### src/amc_pkg.sv
package amc_pkg;
  // Datapath widths
  localparam int ACC_W   = 40;
  localparam int DATA_W  = 16;
  localparam int FADDR_W = 13;
  localparam int NUM_W   = 16;
  localparam int INSTR_W = 24;

  // Opcode prefixes and fixed fields
  localparam logic [7:0] OPC_MIN_HI   = 8'hCE;  // Bits 23:16 of both clamp forms
  localparam logic [1:0] OPC_MIN_FIX  = 2'h1;   // Bits 14:13 are 0 then 1
  localparam logic [2:0] OPC_MIN_COND = 3'h4;   // Bits 10:8 mark the conditional form
  localparam logic [8:0] OPC_MOVF     = 9'h17F; // Bits 23:15 of file to destination
  localparam logic [8:0] OPC_MOVWF    = 9'h16F; // Bits 23:15 of default register to file

  // Field positions
  localparam int POS_ACC_SEL = 15;
  localparam int POS_XX_HI   = 12;
  localparam int POS_XX_LO   = 11;
  localparam int POS_FIX7    = 7;
  localparam int POS_Q_HI    = 6;
  localparam int POS_Q_LO    = 4;
  localparam int POS_BYTE    = 14;
  localparam int POS_DEST    = 13;

  // Result format of the clamp
  localparam logic [1:0] XX_MINUS_ONE = 2'h2;
  localparam logic [1:0] XX_EXCESS    = 2'h3;

  // Destination addressing modes
  localparam logic [2:0] AM_DIRECT   = 3'h0;
  localparam logic [2:0] AM_IND      = 3'h1;
  localparam logic [2:0] AM_POST_DEC = 3'h2;
  localparam logic [2:0] AM_POST_INC = 3'h3;
  localparam logic [2:0] AM_PRE_DEC  = 3'h4;
  localparam logic [2:0] AM_PRE_INC  = 3'h5;

  // Constants of the datapath
  localparam logic [15:0] WORD_STEP  = 16'h0002;
  localparam logic [15:0] MINUS_ONE  = 16'hFFFF;
  localparam logic [15:0] SAT_NEG    = 16'h8000;
  localparam logic [15:0] WORD_ZERO  = 16'h0000;
  localparam logic [3:0]  DEF_WORK_REG = 4'h0;
  localparam logic [40:0] EXCESS_MIN = 41'h1FFFFFF8000;  // -32768 at 41 bits

  // Register port map
  localparam logic [4:0] RA_W_LAST  = 5'h0F;
  localparam logic [4:0] RA_ACC_A_L = 5'h10;
  localparam logic [4:0] RA_ACC_A_M = 5'h11;
  localparam logic [4:0] RA_ACC_A_U = 5'h12;
  localparam logic [4:0] RA_ACC_B_L = 5'h13;
  localparam logic [4:0] RA_ACC_B_M = 5'h14;
  localparam logic [4:0] RA_ACC_B_U = 5'h15;
  localparam logic [4:0] RA_STATUS  = 5'h16;

  // Reset values
  localparam logic [15:0] W_RST   = 16'h0000;
  localparam logic [39:0] ACC_RST = 40'h0000000000;

  typedef struct packed {
    logic acc_b_saturate_bit;
    logic acc_b_overflow_bit;
    logic acc_a_saturate_bit;
    logic acc_a_overflow_bit;
    logic overflow_flag;
    logic n;
    logic z;
  } amc_status_t;

  localparam amc_status_t ST_RST = 7'h00;

  typedef struct packed {
    logic        en;
    logic        byte_op;
    logic [15:0] addr;
    logic [15:0] data;
  } amc_wr_t;

  localparam amc_wr_t WR_IDLE = 34'h000000000;
endpackage : amc_pkg

### src/amc_exec.sv
`timescale 1ns/1ps
module amc_exec
  import amc_pkg::*;
(
  input  wire logic              i_sys_clk,
  input  wire logic              i_sys_rst,
  input  wire logic              i_instr_valid,
  input  wire logic [23:0]       i_instr,
  output logic      [12:0]       o_fr_addr,
  output logic                   o_fr_rd,
  input  wire logic [15:0]       i_fr_rdata,
  output amc_wr_t                o_mem_wr,
  input  wire logic [4:0]        i_reg_addr,
  input  wire logic [15:0]       i_reg_wdata,
  input  wire logic              i_reg_wr,
  input  wire logic              i_reg_rd,
  output logic      [15:0]       o_reg_rdata,
  output amc_status_t            o_status
);

  logic [15:0]  w_r [NUM_W];
  logic [39:0]  acc_r [2];
  amc_status_t  st_r;
  amc_status_t  st_nxt;
  amc_wr_t      mem_wr_nxt;

  logic         is_min;
  logic         is_movf;
  logic         is_movwf;
  logic         min_exec;
  logic         acc_sel;
  logic [1:0]   fmt;
  logic [2:0]   amode;
  logic [3:0]   dreg;
  logic         byte_op;
  logic         dest_file;
  logic [12:0]  faddr;
  logic [40:0]  diff;
  logic         less;
  logic         sat;
  logic [15:0]  dest_val;
  logic         w_we;
  logic [3:0]   w_idx;
  logic [15:0]  w_val;
  logic         acc_we;
  logic [15:0]  moved;

  // Sign extend a 40-bit accumulator for a borrow-free compare
  function automatic logic [40:0] sext41(input logic [39:0] v);
    return {v[39], v};
  endfunction : sext41

  // Negative and zero of a moved value, word or byte wide
  function automatic logic [1:0] nz_of(input logic [15:0] v, input logic b);
    return b ? {v[7], (v[7:0] == 8'h00)} : {v[15], (v == WORD_ZERO)};
  endfunction : nz_of

  assign is_min   = i_instr_valid && (i_instr[23:16] == OPC_MIN_HI) && !i_instr[POS_FIX7]
                  && (i_instr[14:13] == OPC_MIN_FIX) && (i_instr[10:8] == OPC_MIN_COND);
  assign acc_sel  = i_instr[POS_ACC_SEL];
  assign fmt      = i_instr[POS_XX_HI:POS_XX_LO];
  assign amode    = i_instr[POS_Q_HI:POS_Q_LO];
  assign dreg     = i_instr[3:0];
  assign is_movf  = i_instr_valid && (i_instr[23:15] == OPC_MOVF);
  assign is_movwf = i_instr_valid && (i_instr[23:15] == OPC_MOVWF) && i_instr[POS_DEST];
  assign byte_op  = i_instr[POS_BYTE];
  assign dest_file = i_instr[POS_DEST];
  assign faddr    = i_instr[12:0];

  assign min_exec = is_min && st_r.z;

  // Full-width compare of target against the other accumulator
  assign diff = sext41(acc_r[acc_sel]) - sext41(acc_r[!acc_sel]);
  assign less = diff[40];
  // Excess below the signed 16-bit range
  assign sat  = less && ($signed(diff) < $signed(EXCESS_MIN));

  // Clamp result for the destination register
  always_comb begin
    dest_val = WORD_ZERO;
    if (less) begin
      if (fmt == XX_MINUS_ONE) begin
        dest_val = MINUS_ONE;
      end else if (fmt == XX_EXCESS) begin
        dest_val = sat ? SAT_NEG : diff[15:0];
      end
    end
  end

  // Read side of the file port is combinational so the move finishes in one cycle
  assign o_fr_addr = faddr;
  assign o_fr_rd   = is_movf;
  assign moved     = byte_op ? {8'h00, i_fr_rdata[7:0]} : i_fr_rdata;

  // Working register write, memory write and flag update of the issued instruction
  always_comb begin
    w_we       = 1'b0;
    w_idx      = dreg;
    w_val      = dest_val;
    mem_wr_nxt = WR_IDLE;
    st_nxt     = st_r;
    acc_we     = 1'b0;
    if (min_exec) begin
      st_nxt.overflow_flag = 1'b0;
      st_nxt.z  = !less;
      st_nxt.n  = less;
      acc_we    = less;
      if (fmt[1]) begin
        unique case (amode)
          AM_DIRECT: begin
            w_we = 1'b1;
          end
          AM_IND: begin
            mem_wr_nxt = '{en: 1'b1, byte_op: 1'b0, addr: w_r[dreg], data: dest_val};
          end
          AM_POST_DEC, AM_POST_INC: begin
            mem_wr_nxt = '{en: 1'b1, byte_op: 1'b0, addr: w_r[dreg], data: dest_val};
            w_we  = 1'b1;
            w_val = amode[0] ? (w_r[dreg] + WORD_STEP) : (w_r[dreg] - WORD_STEP);
          end
          AM_PRE_DEC, AM_PRE_INC: begin
            w_we  = 1'b1;
            w_val = amode[0] ? (w_r[dreg] + WORD_STEP) : (w_r[dreg] - WORD_STEP);
            mem_wr_nxt = '{en: 1'b1, byte_op: 1'b0, addr: w_val, data: dest_val};
          end
          default: begin
            w_we = 1'b0;  // Reserved modes write no destination; the accumulator and flags still update
          end
        endcase
      end
    end else if (is_movf) begin
      {st_nxt.n, st_nxt.z} = nz_of(moved, byte_op);
      if (!dest_file) begin
        w_we  = 1'b1;
        w_idx = DEF_WORK_REG;
        // Byte move keeps the upper byte
        w_val = byte_op ? {w_r[DEF_WORK_REG][15:8], i_fr_rdata[7:0]} : i_fr_rdata;
      end
    end else if (is_movwf) begin
      mem_wr_nxt = '{en: 1'b1, byte_op: byte_op, addr: {3'h0, faddr},
                     data: byte_op ? {8'h00, w_r[DEF_WORK_REG][7:0]} : w_r[DEF_WORK_REG]};
    end
  end

  // Working registers commit at the issuing edge; instruction beats the port
  always_ff @(posedge i_sys_clk or posedge i_sys_rst) begin
    if (i_sys_rst) begin
      for (int i = 0; i < NUM_W; i++) begin
        w_r[i] <= W_RST;
      end
    end else begin
      if (i_reg_wr && (i_reg_addr <= RA_W_LAST)) begin
        w_r[i_reg_addr[3:0]] <= i_reg_wdata;
      end
      if (w_we) begin
        w_r[w_idx] <= w_val;
      end
    end
  end

  // Clamp loads the limit into the target
  always_ff @(posedge i_sys_clk or posedge i_sys_rst) begin
    if (i_sys_rst) begin
      acc_r[0] <= ACC_RST;
      acc_r[1] <= ACC_RST;
    end else begin
      if (i_reg_wr) begin
        unique case (i_reg_addr)
          RA_ACC_A_L: acc_r[0][15:0]  <= i_reg_wdata;
          RA_ACC_A_M: acc_r[0][31:16] <= i_reg_wdata;
          RA_ACC_A_U: acc_r[0][39:32] <= i_reg_wdata[7:0];
          RA_ACC_B_L: acc_r[1][15:0]  <= i_reg_wdata;
          RA_ACC_B_M: acc_r[1][31:16] <= i_reg_wdata;
          RA_ACC_B_U: acc_r[1][39:32] <= i_reg_wdata[7:0];
          default:   ;
        endcase
      end
      if (acc_we) begin
        acc_r[acc_sel] <= acc_r[!acc_sel];
      end
    end
  end

  // Status: port writes all bits, only the DSP bits in an executed clamp or file move cycle; instructions never touch the DSP bits
  always_ff @(posedge i_sys_clk or posedge i_sys_rst) begin
    if (i_sys_rst) begin
      st_r <= ST_RST;
    end else if (min_exec || is_movf) begin
      st_r    <= st_nxt;
      if (i_reg_wr && (i_reg_addr == RA_STATUS)) begin
        st_r.acc_a_overflow_bit <= i_reg_wdata[3];
        st_r.acc_a_saturate_bit <= i_reg_wdata[4];
        st_r.acc_b_overflow_bit <= i_reg_wdata[5];
        st_r.acc_b_saturate_bit <= i_reg_wdata[6];
      end
    end else if (i_reg_wr && (i_reg_addr == RA_STATUS)) begin
      st_r <= i_reg_wdata[6:0];
    end
  end

  // Memory write leaves on a flop, one cycle after issue
  always_ff @(posedge i_sys_clk or posedge i_sys_rst) begin
    if (i_sys_rst) begin
      o_mem_wr <= WR_IDLE;
    end else begin
      o_mem_wr <= mem_wr_nxt;
    end
  end

  // Register port read data, valid only in the cycle after the strobe
  always_ff @(posedge i_sys_clk or posedge i_sys_rst) begin
    if (i_sys_rst) begin
      o_reg_rdata <= WORD_ZERO;
    end else if (i_reg_rd) begin
      unique case (i_reg_addr)
        RA_ACC_A_L: o_reg_rdata <= acc_r[0][15:0];
        RA_ACC_A_M: o_reg_rdata <= acc_r[0][31:16];
        RA_ACC_A_U: o_reg_rdata <= {8'h00, acc_r[0][39:32]};
        RA_ACC_B_L: o_reg_rdata <= acc_r[1][15:0];
        RA_ACC_B_M: o_reg_rdata <= acc_r[1][31:16];
        RA_ACC_B_U: o_reg_rdata <= {8'h00, acc_r[1][39:32]};
        RA_STATUS: o_reg_rdata <= {9'h000, st_r};
        default:   o_reg_rdata <= (i_reg_addr <= RA_W_LAST) ? w_r[i_reg_addr[3:0]] : WORD_ZERO;
      endcase
    end else begin
      o_reg_rdata <= WORD_ZERO;
    end
  end

  assign o_status = st_r;
endmodule : amc_exec

### config.mk
export PLATFORM = sky130hd
export DESIGN_NAME = amc_exec
export DESIGN_NICKNAME = d
export VERILOG_FILES = /design/src/amc_pkg.sv /design/src/amc_exec.sv
export SDC_FILE = /design/constraint.sdc
export NUM_CORES = 2
export LEC_CHECK = 0
export ABC_AREA = 1
export BUFFER_PORTS_ARGS = -buffer_cell sky130_fd_sc_hd__buf_2
export CORE_MARGIN = 3
export CORE_UTILIZATION = 40
export CTS_BUF_LIST = sky130_fd_sc_hd__clkbuf_16
export DETAILED_ROUTE_END_ITERATION = 10
export GPL_TIMING_DRIVEN = 0
export PLACE_DENSITY = 0.55
export SYNTH_ARGS = -nofsm -noshare
export SYNTH_HDL_FRONTEND = slang
export SYNTH_SLANG_ARGS = --single-unit
### constraint.sdc
create_clock -name i_sys_clk -period 14.8 [get_ports i_sys_clk]
set_clock_uncertainty 0.05 [all_clocks]
set_input_delay 0 -clock i_sys_clk [delete_from_list [all_inputs] [get_ports i_sys_clk]]
set_output_delay 0 -clock i_sys_clk [all_outputs]
set_load 0.03 [all_outputs]
* Yosys cells after proc, flatten, opt, wreduce, memory -nomap -nowiden
Index checks and enable logic that the tools add are counted.
Word-level totals: logic and storage cells 165, bits in registers 393, output and inout port bits 71
Cells by class: bitwise operators 5, magnitude comparators 10, eq/ne operators 21, mux-type cells 68, $add $sub $neg 3, reduce and logical (&&, ||, !) cells 28
Operators with widths (count):
- 256-bit bitwise mux | 2
- 256-bit 2-to-1 mux | 2
- 16-bit 2-to-1 mux | 25
- 40-bit 2-to-1 mux | 7
- 80-bit 2-to-1 mux | 2
- 34-bit 2-to-1 mux | 4
- 16-bit binary-select mux with 4-bit select | 2
- 16-bit demux with 4-bit select | 2
- 16-bit one-hot mux with 7 select lines | 1
- 80-bit bitwise mux | 1
- 34-bit one-hot mux with 2 select lines | 1
- 41-bit by 16-bit less-than comparator with 1-bit output, second input constant | 1
- 40-bit by 40-bit subtractor with 41-bit output | 1
- 40-bit demux with 1-bit select | 1
- 5-bit equality test, second input constant | 7
- 9-bit equality test, second input constant | 2
- 16-bit by 2-bit adder with 16-bit output, second input constant | 1
- 16-bit zero test | 1
- 4-bit 2-to-1 mux | 4
- 8-bit 2-to-1 mux | 2
- 16-bit by 2-bit subtractor with 16-bit output, second input constant | 1
- 5-bit greater-or-equal comparator, second input constant | 3
- 4-bit inverter with 5-bit output | 3
- 1-bit logical AND | 14
- other kinds (26) | 45

* Longest topological paths before layout
depth after elaboration 17, mapped depth 34, gate-level depth less buffers 29

* Worst setup path before layout
Ideal clock, no wire load.
path kind in2reg, start in i_instr[0], end reg w_r[111] (netlist bit), arrival time 3836 ps, library setup time 120 ps, stages 30, buffers on the path 6, path slack 10794 ps, required time 14630 ps, path through inv_1 -> buf_2 -> clkbuf_1 -> clkbuf_1 -> clkbuf_1 -> clkbuf_1 -> nor2_1 -> o221ai_1 -> nand3_1 -> nand2_1 -> ha_1 -> nand2_1 -> nor3_1 -> nand2_1 -> nand3b_1 -> nand2_1 -> nand2_1 -> nand2_1 -> nand2_1 -> nand2_1 -> a21oi_1 -> nand2_1 -> nand2_1 -> a21oi_1 -> xor2_1 -> o211ai_1 -> nand2_1 -> buf_2 -> o21ai_0 -> inv_1
Between the ends: longest elaborated chain between the ends 11
Ends and longest elaborated chain:
- from (decl) | RTL line amc_exec.sv:8 | input wire logic [23:0] i_instr,
- 4-bit inverter with 5-bit output (implied by the code) | RTL line amc_exec.sv:119, amc_exec.sv:123
- 16-bit binary-select mux with 4-bit select | RTL line amc_exec.sv:119, amc_exec.sv:123
- 16-bit 2-to-1 mux (implied by the code) (2 in series) | RTL line amc_exec.sv:119, amc_exec.sv:123
- 16-bit by 2-bit subtractor with 16-bit output / 16-bit by 2-bit adder with 16-bit output (equally long branches) | RTL line amc_exec.sv:119, amc_exec.sv:123
- 16-bit 2-to-1 mux | RTL line amc_exec.sv:119, amc_exec.sv:123
- 16-bit 2-to-1 mux
- 16-bit 2-to-1 mux | RTL line amc_exec.sv:108 | if (fmt[1]) begin
- 16-bit 2-to-1 mux | RTL line amc_exec.sv:103 | if (min_exec) begin
- 256-bit bitwise mux (*) | RTL line amc_exec.sv:156 | w_r[w_idx] <= w_val;
- 256-bit 2-to-1 mux (*) | RTL line amc_exec.sv:155 | if (w_we) begin
- to (signal, indexed assignment) | RTL line amc_exec.sv:153 | w_r[i_reg_addr[3:0]] <= i_reg_wdata;
- to (signal, indexed assignment) | RTL line amc_exec.sv:156
- to (decl) | RTL line amc_exec.sv:21 | logic [15:0] w_r [NUM_W];
Mark *: on every way between the ends. The rest lies on a longest branch, timed or not. The select of a mux whose other input is x is not followed. A chain may end at the register's enable or synchronous reset.

* Worst setup path after layout
start in i_instr[0], end reg w_r[107] (netlist bit)
The elaborated chain is that of the path after synthesis.

==> run summary <==
Largest net degree at the start of global routing = 116
Finished Cell Area = 33300 sq um
IO buf count = 132
Layout area overhead = 14.0%
R2r setup slk = 8.47 ns
CP arrival = 8.45 ns
WL/cell = 34.0 um
Clock buffer depth = 3
I/O Pins = 137
Chip height = 276 um
Hold_ws = -0.0578 ns
Startpoint types = primary input
Core ar. = 71900 sq um
Leading cell types in the layout, fill and taps excluded = nand2_1, o21ai_0, inv_1
CTS tree = done
Setup bufs post-CTS = 0
RSZ-0062 raised after global routing = no
Final Hold Fails = 7
Post-synth cell types = 59
First-pass GRT wire length = 264000 um
Max VDD drop = 0.0942 mV
Max_slew headroom = -10.0%
Die width = 276 um
Drt total wl = 194000 um
Outcome = finished with violations
Sequential cell area = 9830 sq um
Number of buffers created by CTS = 51
Cell taking the most area after synthesis = dfrtp_1
GRT Util Overall = 48.7%
Placed Area = 31100 sq um
Total of max-cap violations = 9
Fill count = 7720
Final ANT Viol Nets = 0
Final period utilization = 53.9%
RR Endpoint = w_r[110]$_DFF_PP0_
Pre-antenna DRT Iters = 7
Core Util, Final = 46.3%
Clk pin slew, worst setup/hold paths = 0.06 ns
FP Rows = 98
PD cells = 132 nW/um^2
Initial Utilization = 40.6%
Die area = 76200 sq um
R2R Path Start = acc_r[77]$_DFF_PP0_
Async S/R FF share, synth = 100%
Final cell count without fillers = 5692
Post-Syn Area = 29200 sq um
Post-synth top area share = 33.7%
Worst min-delay path class = primary input to asynchronous set/reset pin
DRC Markers = 0
Vias = 36960
Mean Syn Cell Area = 6.54 sq um
Synth Instances = 4456
Setup_tns = 0 ns
Layout cells sized above 1 = 7.39%
Routed vias/inst = 6.49
Minimum clock period = 7.98 ns
CP required = 15.28 ns
Failing checks = hold timing, capacitance limit, slew limit
Leak Pwr = 16.3 nW
Crit path max fanout = 10
Post-DP HPWL = 145000 um
Worst R2R Path Depth = 20
Area of the multi-input gates = 16300 sq um
Post-synthesis sequential area ratio = 33.7%
Setup-failing EPs final = 0
Routability congestion estimate = 1.09
Root Driver = clkbuf_16
Synth warnings = 0
Most common cell after layout, fill and taps aside = nand2_1
Critical path class = primary input to flip-flop
Initial antenna violation count = 22
Sink Count = 393
Clk_lat worst skew = 0.64 ns
Fin. max-slew vios = 58
Measured slew at the worst slew-check pin = 1.63 ns
EDFF count, synth = 0
Synthesized Nets = 4572
Fmax = 125 MHz
CTS H-tree depth = 2
Starting DRT DRC Count = 6508
Register bit total from synthesis = 393
Vias in the first global route = 33442
CP endpoint kind = flip-flop
Dominant cells by area after synthesis = dfrtp_1, nand2_1, o21ai_0, inv_1, nand3_1
Remaining Overflow, GRT = 0
Primary FF master, synth = dfrtp_1
Nets = 4809
Cells after DPL = 5543
-- area by class of cell --
cell class / count / area share [%]
sequential: 393 / 29.6
clock buffer: 52 / 3.91
antenna: 9 / 0.0677
tap: 950 / 3.57
buffer: 285 / 3.58
timing repair buffer: 184 / 3.71
inverter: 500 / 5.67
multi-input combinational: 3278 / 48.9
clock inverter: 41 / 0.990
-- per-layer routing --
layer / routed length (um) / global-route usage, %
met5: 68 / 0
met4: 13800 / 28.2
met3: 35500 / 26.5
met2: 70700 / 62.0
met1: 73500 / 63.8
-- where the power goes --
group          total (mW)  internal, mW  leakage (nW)  switching (mW)
Sequential           1.47          1.25          4.91           0.221
Clock                1.29         0.721         0.816           0.567
Combinational        1.63         0.462          10.5            1.17
-- per-stage QoR --
step	power, mW	hold WS [ns]	worst slack (ns)
2_1_floorplan	2.35	0.0710	3.82
6_report	4.39	-0.0578	6.82
4_1_cts	4.25	0.0336	7.75
5_1_grt	4.52	0.0602	7.06
3_3_place_gp	2.97	0.204	-2.03
3_5_place_dp	2.98	0.115	7.12
-- kinds of logic after synthesis --
| family | after synthesis | share of synthesized area [%] |
|---|---|---|
| and+or+nand+nor | 2069 | 29.7 |
| AOI/OAI and AO/OA | 1126 | 22.9 |
| buffers and inverters | 785 | 10.5 |
| DFF | 393 | 33.7 |
| adders and majority gates | 50 | 2.17 |
| xor gates and xnor gates | 23 | 0.691 |
| muxes | 10 | 0.343 |
-- cell usage after synthesis, drive strengths merged (2+ instances only) --
master / count
a21o: 3
xnor2: 8
nand3: 314
nand3b: 10
xor2: 15
mux2i: 10
o211ai: 171
a211oi: 13
clkinv: 12
and3: 9
nor3: 25
nor2: 332
dfrtp: 393
a41oi: 3
a21oi: 126
o21bai: 6
nand2: 1348
nor4: 8
a221oi: 11
a22oi: 10
ha: 49
buf: 46
inv: 488
a21boi: 2
clkbuf: 239
or2: 3
o22ai: 152
o221ai: 53
a31oi: 19
o21ai: 544
nand4: 19
o21a: 5
a22o: 2
-- worst max-delay path, stage by stage --
cell and delay [ns]:
buf_2 0.14, clkbuf_1 0.47, clkbuf_1 0.51, clkbuf_1 0.56, clkbuf_1 1.14, a21oi_1 0.15
o21ai_0 0.15, o21ai_0 0.17, o211ai_1 1.03, nand2_1 0.35, ha_1 0.46, nand2_1 0.10
a21oi_1 0.04, nand3b_1 0.19, nand2_1 0.08, nand2_1 0.05, nand2_1 0.05, nand2_1 0.07
o21ai_0 0.50, nor2_1 0.09, a21oi_1 1.01, clkbuf_1 0.77, nand3_1 0.15, nand2_1 0.11
inv_1 0.04
-- sequential cells by signal, indices dropped and copies added (netlist names) --
name         flops
w_r            256
acc_r           80
o_mem_wr        34
o_reg_rdata     16
o_status         7
-- repair_timing --
item | 4_1_cts | 5_1_grt
endpoints found under the setup margin | 0 | 0
hold endpoints to repair | 225 | 0
gates resized for setup | 0 | 0
hold buffers | 47 | 0
-- how the worst max path moves through the flow --
stage | cells after the start | startpoint | slack [ns] | endpoint
after floorplan | 1 | i_sys_rst | 3.82 | acc_r[0]$_DFF_PP0_
after global placement | 2 | i_sys_rst | -2.03 | o_mem_wr[31]$_DFF_PP0_
after detailed placement | 26 | i_instr[0] | 7.12 | w_r[219]$_DFF_PP0_
after CTS | 26 | i_instr[0] | 7.75 | w_r[107]$_DFF_PP0_
after global routing | 30 | i_instr[0] | 7.06 | w_r[111]$_DFF_PP0_
final | 25 | i_instr[0] | 6.82 | w_r[107]$_DFF_PP0_
No activity file was read; power rests on OpenSTA's default activity.
